$ cat src/cbf_defs.svh
// constants for the charger and boost fault control block
// assumes one 250 MHz core clock and an 8-bit register port
`ifndef CBF_DEFS_SVH
`define CBF_DEFS_SVH

// register offsets
`define CBF_ADDR_CONTROL 8'h00
`define CBF_ADDR_CONFIG_C 8'h03
`define CBF_ADDR_CHG_EVT 8'h09
`define CBF_ADDR_BST_EVT 8'h0A

// reset values
`define CBF_CONTROL_RST 8'h0A
`define CBF_CONFIG_C_RST 8'h8A
`define CBF_EVT_RST 8'h00

// control register fields
`define CBF_STAT_HI 7
`define CBF_STAT_LO 6
`define CBF_MODE_HI 1
`define CBF_MODE_LO 0

// configuration c fields
`define CBF_LOW_CHARGE_LIMIT_BIT 5
`define CBF_PIN_EN_BIT 4
`define CBF_PIN_POL_BIT 2

// charger event bits
`define CBF_EV_REV 0
`define CBF_EV_DPM 1
`define CBF_EV_BATOV 2

// boost event bits
`define CBF_EV_TMO 0
`define CBF_EV_BUSOV 1
`define CBF_EV_OLOAD 2
`define CBF_EV_BATLOW 3
`define CBF_EV_BATHIGH 4

// mode field codes
`define CBF_MODE_OFF 2'h0
`define CBF_MODE_BOOST 2'h1
`define CBF_MODE_CHG 2'h2
`define CBF_MODE_CHG_AR 2'h3

// status pin codes
`define CBF_STAT_AUTO 2'h0
`define CBF_STAT_LOW 2'h1

// timing
`define CBF_CLK_MHZ 64'd250
`define CBF_DPM_DELAY_MS 64'd32
`define CBF_OLOAD_MS 64'd30
`define CBF_BST_TMO_S 64'd32
`define CBF_TMR_W 34
`define CBF_N_CMP 13

`endif

$ cat src/cbf_pkg.sv
// types for the charger and boost fault control block
// assumes cbf_defs.svh is on the include path
`include "cbf_defs.svh"
package cbf_pkg;

  typedef enum logic [1:0] {
    CBF_HIZ,
    CBF_CHARGE,
    CBF_BOOST
  } cbf_state_t;

  typedef struct packed {
    cbf_state_t state;
    logic [7:0] ctrl;
    logic [7:0] cfgc;
    logic [7:0] chg_evt;
    logic [7:0] bst_evt;
    logic [7:0] rdata;
    logic [`CBF_TMR_W-1:0] dpm_cnt;
    logic [`CBF_TMR_W-1:0] ol_cnt;
    logic [`CBF_TMR_W-1:0] bst_cnt;
    logic dpm_done;
    logic rev_prev;
    logic batov_prev;
    logic src_prev;
    logic otg_prev;
    logic pin_lock;
    logic ovp_lock;
    logic pfm_off;
    logic q1_on;
    logic conv_on;
    logic boost_on;
    logic short_on;
    logic hiz_on;
    logic stat_oe;
    logic int_n;
  } cbf_regs_t;

endpackage : cbf_pkg

$ cat src/cbf_charger_ctrl.sv
// charger and boost fault control: mode state, event flags, timers
// assumes comparator inputs are asynchronous levels, register port
// and transaction pulse synchronous to ref_clk
`timescale 1ns/1ps
`include "cbf_defs.svh"
module cbf_charger_ctrl #(
  parameter longint DPM_CYC =
    `CBF_DPM_DELAY_MS * 64'd1000 * `CBF_CLK_MHZ,
  parameter longint OLOAD_CYC =
    `CBF_OLOAD_MS * 64'd1000 * `CBF_CLK_MHZ,
  parameter longint BST_TMO_CYC =
    `CBF_BST_TMO_S * 64'd1000000 * `CBF_CLK_MHZ
) (
  // clock and reset
  input wire logic ref_clk,
  input wire logic rst,
  // register port
  input wire logic [7:0] reg_addr,
  input wire logic [7:0] reg_wdata,
  input wire logic reg_wr,
  input wire logic reg_rd,
  output logic [7:0] reg_rdata,
  // valid transaction to this device completed
  input wire logic i2c_txn_done,
  // analog comparators, asynchronous
  input wire logic vbus_below_rev,
  input wire logic vbus_above_poor,
  input wire logic input_voltage_power_loop,
  input wire logic source_valid,
  input wire logic bat_overvoltage,
  input wire logic bat_below_short,
  input wire logic vbus_overvoltage,
  input wire logic boost_overload,
  input wire logic bat_above_max,
  input wire logic bat_below_min,
  input wire logic ind_current_low,
  input wire logic boost_output_node_low,
  // boost request pin
  input wire logic otg_pin,
  // power stage controls
  output logic reverse_block_switch,
  output logic converter_on,
  output logic boost_mode,
  output logic short_mode,
  output logic low_charge_limit,
  output logic hiz_mode,
  // status pin and interrupt
  output logic stat_o,
  output logic stat_oe,
  output logic int_n
);

  localparam int TW = `CBF_TMR_W;
  localparam logic [TW-1:0] DPM_LAST = TW'(DPM_CYC - 64'd1);
  localparam logic [TW-1:0] OLOAD_LIM = TW'(OLOAD_CYC);
  localparam logic [TW-1:0] BST_LAST = TW'(BST_TMO_CYC - 64'd1);

  cbf_pkg::cbf_regs_t st_reg;
  cbf_pkg::cbf_regs_t st_next;

  // ********************************************************
  // input synchronisation
  // ********************************************************

  logic [`CBF_N_CMP-1:0] cmp_raw;
  logic [`CBF_N_CMP-1:0] cmp_s;

  assign cmp_raw = {otg_pin, boost_output_node_low,
                    ind_current_low, bat_below_min,
                    bat_above_max, boost_overload,
                    vbus_overvoltage, bat_below_short,
                    bat_overvoltage, source_valid,
                    input_voltage_power_loop, vbus_above_poor,
                    vbus_below_rev};

  cbf_sync #(
    .W(`CBF_N_CMP)
  ) u_sync (
    .ref_clk(ref_clk),
    .rst(rst),
    .din(cmp_raw),
    .dout(cmp_s)
  );

  logic s_rev, s_poor, s_dpm, s_src, s_batov, s_short;
  logic s_busov, s_ol, s_bmax, s_bmin, s_ilow, s_plow, s_otg;

  assign {s_otg, s_plow, s_ilow, s_bmin, s_bmax, s_ol, s_busov,
          s_short, s_batov, s_src, s_dpm, s_poor, s_rev} = cmp_s;

  // ********************************************************
  // decode helpers
  // ********************************************************

  function automatic logic is_charge_mode(input logic [1:0] m);
    is_charge_mode = (m == `CBF_MODE_CHG) ||
                     (m == `CBF_MODE_CHG_AR);
  endfunction : is_charge_mode

  function automatic logic stat_drive(input logic [1:0] f,
                                      input logic charging);
    case (f)
      `CBF_STAT_AUTO: stat_drive = charging;
      `CBF_STAT_LOW: stat_drive = 1'b1;
      // 10 releases the pin, undefined 11 treated the same
      default: stat_drive = 1'b0;
    endcase
  endfunction : stat_drive

  // ********************************************************
  // next state
  // ********************************************************

  logic [1:0] mode;
  logic pin_on;
  logic boost_req;
  logic chg_req;
  logic rev_cond;
  logic bst_fault;
  logic charging;
  logic host_txn;

  always_comb begin
    st_next = st_reg;
    st_next.rdata = 8'h00;
    mode = st_reg.ctrl[`CBF_MODE_HI:`CBF_MODE_LO];
    host_txn = i2c_txn_done | reg_wr | reg_rd;
    bst_fault = 1'b0;

    // register writes; source insertion below sets the low charge limit bit over the written value
    if (reg_wr) begin
      case (reg_addr)
        `CBF_ADDR_CONTROL: begin
          st_next.ctrl = reg_wdata;
          if (reg_wdata[`CBF_MODE_HI:`CBF_MODE_LO] ==
              `CBF_MODE_BOOST) begin
            st_next.ovp_lock = 1'b0;
            st_next.pin_lock = 1'b0;
          end
        end
        `CBF_ADDR_CONFIG_C: st_next.cfgc = reg_wdata;
        default: ;
      endcase
    end

    // register reads, event registers clear on read
    if (reg_rd) begin
      case (reg_addr)
        `CBF_ADDR_CONTROL: st_next.rdata = st_reg.ctrl;
        `CBF_ADDR_CONFIG_C: st_next.rdata = st_reg.cfgc;
        `CBF_ADDR_CHG_EVT: begin
          st_next.rdata = st_reg.chg_evt;
          st_next.chg_evt = `CBF_EVT_RST;
        end
        `CBF_ADDR_BST_EVT: begin
          st_next.rdata = st_reg.bst_evt;
          st_next.bst_evt = `CBF_EVT_RST;
        end
        default: st_next.rdata = 8'h00;
      endcase
    end

    // source insertion, wins over same-cycle write
    st_next.src_prev = s_src;
    if (s_src && !st_reg.src_prev) begin
      st_next.cfgc[`CBF_LOW_CHARGE_LIMIT_BIT] = 1'b1;
    end

    // pin toggle releases the fault lock
    st_next.otg_prev = s_otg;
    if (s_otg != st_reg.otg_prev) begin
      st_next.pin_lock = 1'b0;
    end

    pin_on = st_reg.cfgc[`CBF_PIN_EN_BIT] &&
             (s_otg == st_reg.cfgc[`CBF_PIN_POL_BIT]) &&
             !st_reg.pin_lock && !st_reg.ovp_lock;
    boost_req = (mode == `CBF_MODE_BOOST) || pin_on;
    chg_req = is_charge_mode(mode) && !boost_req;
    rev_cond = s_rev && s_poor;

    st_next.rev_prev = rev_cond;
    if (chg_req && rev_cond && !st_reg.rev_prev) begin
      st_next.chg_evt[`CBF_EV_REV] = 1'b1;
    end
    // battery overvoltage flag on new condition
    st_next.batov_prev = s_batov;
    if (st_reg.state == cbf_pkg::CBF_CHARGE && s_batov &&
        !st_reg.batov_prev) begin
      st_next.chg_evt[`CBF_EV_BATOV] = 1'b1;
    end

    // report loop event only after it held for the delay
    if (st_reg.state == cbf_pkg::CBF_CHARGE && s_dpm) begin
      if (!st_reg.dpm_done) begin
        st_next.dpm_cnt = st_reg.dpm_cnt + 1'b1;
        if (st_reg.dpm_cnt == DPM_LAST) begin
          st_next.chg_evt[`CBF_EV_DPM] = 1'b1;
          st_next.dpm_done = 1'b1;
        end
      end
    end else begin
      st_next.dpm_cnt = '0;
      st_next.dpm_done = 1'b0;
    end

    case (st_reg.state)
      cbf_pkg::CBF_HIZ: begin
        st_next.bst_cnt = '0;
        st_next.ol_cnt = '0;
        if (boost_req) begin
          st_next.state = cbf_pkg::CBF_BOOST;
        end else if (chg_req && s_src && !rev_cond && !s_batov) begin
          st_next.state = cbf_pkg::CBF_CHARGE;
        end
      end
      cbf_pkg::CBF_CHARGE: begin
        if (boost_req) begin
          st_next.state = cbf_pkg::CBF_BOOST;
        end else if (!chg_req || !s_src || rev_cond || s_batov) begin
          st_next.state = cbf_pkg::CBF_HIZ;
        end
      end
      cbf_pkg::CBF_BOOST: begin
        // safety timer, restarted by any transaction
        st_next.bst_cnt = host_txn ? '0 : st_reg.bst_cnt + 1'b1;
        st_next.ol_cnt = s_ol ? st_reg.ol_cnt + 1'b1 : '0;
        if (!host_txn && st_reg.bst_cnt == BST_LAST) begin
          st_next.bst_evt[`CBF_EV_TMO] = 1'b1;
          bst_fault = 1'b1;
        end
        if (s_busov) begin
          // bus overvoltage, pin blocked until host writes boost mode to control
          st_next.bst_evt[`CBF_EV_BUSOV] = 1'b1;
          st_next.ovp_lock = 1'b1;
          bst_fault = 1'b1;
        end
        if (s_ol && st_reg.ol_cnt >= OLOAD_LIM) begin
          st_next.bst_evt[`CBF_EV_OLOAD] = 1'b1;
          bst_fault = 1'b1;
        end
        if (s_bmin) begin
          st_next.bst_evt[`CBF_EV_BATLOW] = 1'b1;
          bst_fault = 1'b1;
        end
        if (s_bmax) begin
          st_next.bst_evt[`CBF_EV_BATHIGH] = 1'b1;
          bst_fault = 1'b1;
        end
        if (bst_fault) begin
          // fault beats a same-cycle host write of the mode field
          st_next.ctrl[`CBF_MODE_HI:`CBF_MODE_LO] = `CBF_MODE_OFF;
          st_next.pin_lock = 1'b1;
          st_next.state = cbf_pkg::CBF_HIZ;
        end else if (!boost_req) begin
          st_next.state = cbf_pkg::CBF_HIZ;
        end
      end
      default: st_next.state = cbf_pkg::CBF_HIZ;
    endcase

    if (st_next.state != cbf_pkg::CBF_BOOST) begin
      st_next.pfm_off = 1'b0;
    end else if (!st_reg.pfm_off && s_ilow) begin
      st_next.pfm_off = 1'b1;
    end else if (st_reg.pfm_off && s_plow) begin
      st_next.pfm_off = 1'b0;
    end

    charging = st_next.state == cbf_pkg::CBF_CHARGE;
    st_next.hiz_on = st_next.state == cbf_pkg::CBF_HIZ;
    st_next.q1_on = !st_next.hiz_on;
    st_next.boost_on = st_next.state == cbf_pkg::CBF_BOOST;
    st_next.conv_on = charging ||
                      (st_next.boost_on && !st_next.pfm_off);
    st_next.short_on = charging && s_short;
    st_next.stat_oe =
      stat_drive(st_next.ctrl[`CBF_STAT_HI:`CBF_STAT_LO], charging);
    // interrupt low while any event pending
    st_next.int_n = ~(|{st_next.chg_evt, st_next.bst_evt});
  end

  // ********************************************************
  // state register
  // ********************************************************

  always_ff @(posedge ref_clk or posedge rst) begin
    if (rst) begin
      st_reg <= '0;
      st_reg.state <= cbf_pkg::CBF_HIZ;
      st_reg.ctrl <= `CBF_CONTROL_RST;
      st_reg.cfgc <= `CBF_CONFIG_C_RST;
      st_reg.hiz_on <= 1'b1;
      st_reg.int_n <= 1'b1;
    end else begin
      st_reg <= st_next;
    end
  end

  // ********************************************************
  // outputs
  // ********************************************************

  assign reg_rdata = st_reg.rdata;
  assign reverse_block_switch = st_reg.q1_on;
  assign converter_on = st_reg.conv_on;
  assign boost_mode = st_reg.boost_on;
  assign short_mode = st_reg.short_on;
  assign low_charge_limit = st_reg.cfgc[`CBF_LOW_CHARGE_LIMIT_BIT];
  assign hiz_mode = st_reg.hiz_on;
  // open-drain status: only ever pulls low
  assign stat_o = 1'b0;
  assign stat_oe = st_reg.stat_oe;
  assign int_n = st_reg.int_n;

endmodule : cbf_charger_ctrl

$ cat src/cbf_sync.sv
// two-flop synchroniser bank for asynchronous comparator levels
// assumes single core clock and asynchronous active-high reset
`timescale 1ns/1ps
module cbf_sync #(
  parameter int W = 8
) (
  // clock and reset
  input wire logic ref_clk,
  input wire logic rst,
  // levels
  input wire logic [W-1:0] din,
  output logic [W-1:0] dout
);

  typedef struct packed {
    logic [W-1:0] s1;
    logic [W-1:0] s2;
  } cbf_sync_st_t;

  cbf_sync_st_t sync_reg;
  cbf_sync_st_t sync_next;

  // first stage feeds only the second stage
  always_comb begin
    sync_next = sync_reg;
    sync_next.s1 = din;
    sync_next.s2 = sync_reg.s1;
  end

  always_ff @(posedge ref_clk or posedge rst) begin
    if (rst) begin
      sync_reg <= '0;
    end else begin
      sync_reg <= sync_next;
    end
  end

  assign dout = sync_reg.s2;

endmodule : cbf_sync

$ cat config.mk
export PLATFORM = sky130hd
export DESIGN_NAME = cbf_charger_ctrl
export DESIGN_NICKNAME = d
export VERILOG_FILES = /design/src/cbf_pkg.sv /design/src/cbf_charger_ctrl.sv /design/src/cbf_sync.sv
export VERILOG_INCLUDE_DIRS = /design/src
export SDC_FILE = /design/constraint.sdc
export NUM_CORES = 1
export LEC_CHECK = 0
export BUFFER_PORTS_ARGS = -buffer_cell sky130_fd_sc_hd__clkbuf_2
export CAP_MARGIN = 5
export CORE_AREA = 2 2 150 152
export DETAILED_ROUTE_END_ITERATION = 10
export DIE_AREA = 0 0 152 154
export MAX_ROUTING_LAYER = met4
export SLEW_MARGIN = 20
export SYNTH_ARGS = -nofsm -noshare
export SYNTH_HDL_FRONTEND = slang
export SYNTH_SLANG_ARGS = --single-unit
$ cat constraint.sdc
create_clock -name ref_clk -period 18.8 [get_ports ref_clk]
set_clock_uncertainty 0.2 [all_clocks]
set_input_delay 3.76 -clock ref_clk [delete_from_list [all_inputs] [get_ports ref_clk]]
set_output_delay 3.76 -clock ref_clk [all_outputs]
set_load 0.05 [all_outputs]
==> metrics.md <==
| Metric | Value |
|---|---|
| Worst r2r dst | int_n$_DFF_PP1_ |
| Final setup viols | 0 |
| Routability congestion estimate | 0.793 |
| Clk slew on worst S/H paths | 70 ps |
| Synth Flop Type | dfrtp_1 |
| Proportion of layout cells with a drive suffix above 1 | 0.141 |
| Crit path time final | 5980 ps |
| Detailed Place HPWL | 13000 um |
| Run status | completed |
| Mapped Area | between 8000 and 9000 sq um |
| Static leakage | between 3 and 4 nW |
| Routed wire per std cell | 16.3 um |
| RSZ-0062 raised after global routing | false |
| ANT nets after route | 0 |
| Area Overhead vs Synth | 11.8% |
| Final core utilization | 0.440 |
| Crit-path max FO | 8 |
| Row count | 54 |
| Clk buf depth | 2 |
| IO Port Bufs | 49 |
| Top post-synthesis cells by area | dfrtp_1, o21ai_0, nor2_1, nand2_1, nand3_1 |
| Vias in the first global route | 6208 |
| Critical path required time | approximately 19000 ps |
| Core area | between 20000 and 25000 sq um |
| Antenna cells | 0 |
| Mapped Nets | approximately 910 |
| Syn_area_per_cell | 9.79 sq um |
| Setup TNS | 0 ps |
| DRC violations left | 0 |
| Worst vdd ir | 0.0582 mV |
| Max Cap Viol | 0 |
| Worst-Skew Late Latency | about 430 ps |
| GRT overflow | 0 |
| Slew @ Worst Pin | roughly 1000 ps |
| Flip-flop and latch count after synthesis | 185 |
| Inserted Clock Buffers | 17 |
| CTS tree | built |
| Starting density of the core | 0.393 |
| WL final | 19400 um |
| Worst Path Arrival | between 6000 and 7000 ps |
| Ys Warns | 0 |
| Synth area leader | dfrtp_1 |
| CTS hold repair buffers | 0 |
| Die Ht | 154 um |
| Async set-reset flop share out of synthesis | 1.00 |
| Hold path startpoint | u_sync.sync_next[11]$_DFF_PP0_ |
| Tot GR Track Use | 0.178 |
| H-Tree Depth | 4 |
| Final count of pins violating max slew | 0 |
| Die Wd | 152 um |
| First-pass GRT wire length | ~33000 um |
| Total die area | 23400 sq um |
| Setup Buffers After CTS | 0 |
| Top cell type's share of synthesized area | 0.522 |
| Max Freq | approximately 170 MHz |
| Max FFs per register | 141 |
| Max-slew headroom | 0.300 |
| Hold Path Cell Cnt | 0 |
| Vias | 6505 |
| Number of I/O pins | 51 |
| DP Area | 8980 sq um |
| Critical path startpoint category | primary input |
| PD cells | 83.8 nW/um^2 |
| Hold Crit Class | flop to flop |
| Worst Setup End Kind | flop |
| FF-to-FF Start | st_reg[157]$_DFF_PP0_ |
| Post-CTS sizing | 0 |
| Nets | 937 |
| Distinct cell type count after synthesis | just under 60 |
| Post-route cell area | 9540 sq um |
| Largest net degree at the start of global routing | 127 |
| Initial detailed-routing violation count | 450 |
| Endpoints failing hold | 0 |
| Vias/cell | ~5.5 |
| Cells after synthesis | between 800 and 900 |
| Number of flops mapped to enable cells by yosys | 0 |
| Setup Crit Path Kind | primary input to flop |
| Initial antenna violation count | 0 |
| Clk sinks | approximately 190 |
| Worst reg-to-reg path cell count | 7 |
| Worst hold endpoint | u_sync.dout[11]$_DFF_PP0_ |
| Seq/Total Area, Yosys | 0.544 |
| Worst reg2reg setup slack | around 16000 ps |
| Crit share post-route | 0.318 |
| CTS root buffer | clkbuf_16 |
| TritonRoute pass-1 iters | 5 |
==> Yosys cell counts (2+ instances only) <==
library cell and n:
dfrtp_1 178, o21ai_0 103, nor2_1 77, nand2_1 75, nand3_1 48, a21oi_1 42, clkbuf_1 36, nand4_1 36
inv_1 24, xor2_1 24, nor3_1 18, xnor2_1 16, a31oi_1 14, and2_1 13, mux2_2 13, and3_1 12
nor4_1 12, or3_1 12, and4_1 9, buf_4 9, a222oi_1 8, dfstp_2 7, o31ai_1 7, a22o_1 6
or2_2 6, or4_1 6, and2_2 5, o22ai_1 5, ha_1 4, nand2b_1 4, nand4b_1 4, nor2b_1 4
nor4b_1 4, a21o_1 2, a31o_2 2, mux2i_1 2, nor3b_1 2, o31a_1 2
==> final cells by class <==
cell class / instances / area (sq um)
clock buffers: 17 / 425
clock inverters: 15 / 134
fillers: 2070 / 12100
inverters: 24 / 97.6
multi-input cells: 616 / 3600
flip-flops and latches: 185 / 4640
well taps: 280 / 350
repair buffers: 55 / 290
==> through the flow <==
stage | hold WS, ps | instances | total power, mW | setup WS, ps
final | 149 | 1192 | 0.799 | 12820
after floorplan | 131 | 871 | 0.447 | 9820
after global placement | 134 | 1160 | 0.463 | 12440
after global routing | 153 | 1192 | 0.831 | 12680
after detailed placement | 135 | 1160 | 0.464 | 12380
after CTS | 151 | 1192 | 0.809 | 12820
==> worst max path at each step <==
stage	start	endpoint	slack, ps	depth (start not counted)
floorplan	rst	boost_mode$_DFF_PP0_	9820	1
global placement	reg_addr[5]	int_n$_DFF_PP1_	12440	7
detailed placement	reg_addr[5]	int_n$_DFF_PP1_	12380	7
CTS	reg_addr[5]	int_n$_DFF_PP1_	12820	7
global route	reg_addr[5]	int_n$_DFF_PP1_	12680	7
finish	reg_addr[5]	int_n$_DFF_PP1_	12820	7
==> placed cells by master (no fill, tap or decap), types with 5 or more instances in the layout <==
cell type / count
o31ai_1: 7
clkbuf_2: 49
o22ai_1: 5
nor3_1: 18
nor2_1: 76
and4_1: 9
or4_1: 6
inv_1: 23
or3_1: 12
o21ai_0: 103
nand4_1: 36
nand3_1: 48
a222oi_1: 8
dfrtp_1: 177
mux2_2: 13
a31oi_1: 14
dfstp_2: 7
a22o_1: 6
and3_1: 12
or2_2: 6
xnor2_1: 16
inv_6: 7
nor4_1: 12
a21oi_1: 42
nand2_1: 75
buf_4: 6
clkbuf_16: 17
xor2_1: 24
and2_2: 5
and2_1: 13
==> cells by family (layout without fill, tap and decap cells) <==
group / count (synthesis) / in the layout / share of synthesized area
compound gates: 202 / 202 / 0.138
mux: 15 / 15 / 0.0195
fa+ha+maj: 4 / 4 / 0.00587
flops: 185 / 185 / 0.544
simple gates: 354 / 354 / 0.216
buf+inv: 70 / 111 / 0.0349
other cells: 1 / 1 / 0.000440
xor+xnor: 40 / 40 / 0.0411
==> critical path, cell delays in order <==
cell and delay [ps]:
clkbuf_2 80, or4_4 550, or4_1 630, and2_0 220, a31o_1 210, or4_1 510
nor4_2 150
==> report_power, final <==
group	total [mW]	switching [mW]	internal (mW)
Sequential	0.418	0.00810	0.409
Combinational	0.0371	0.0243	0.0128
Clock	0.345	0.170	0.175
==> metal layers <==
metal | wire, um | GRT usage
met5 | 0 | -
met1 | 9850 | 0.253
met2 | 8650 | 0.262
met3 | 674 | 0.0338
met4 | 227 | 0.0490
(Power assumes the default switching activity.)
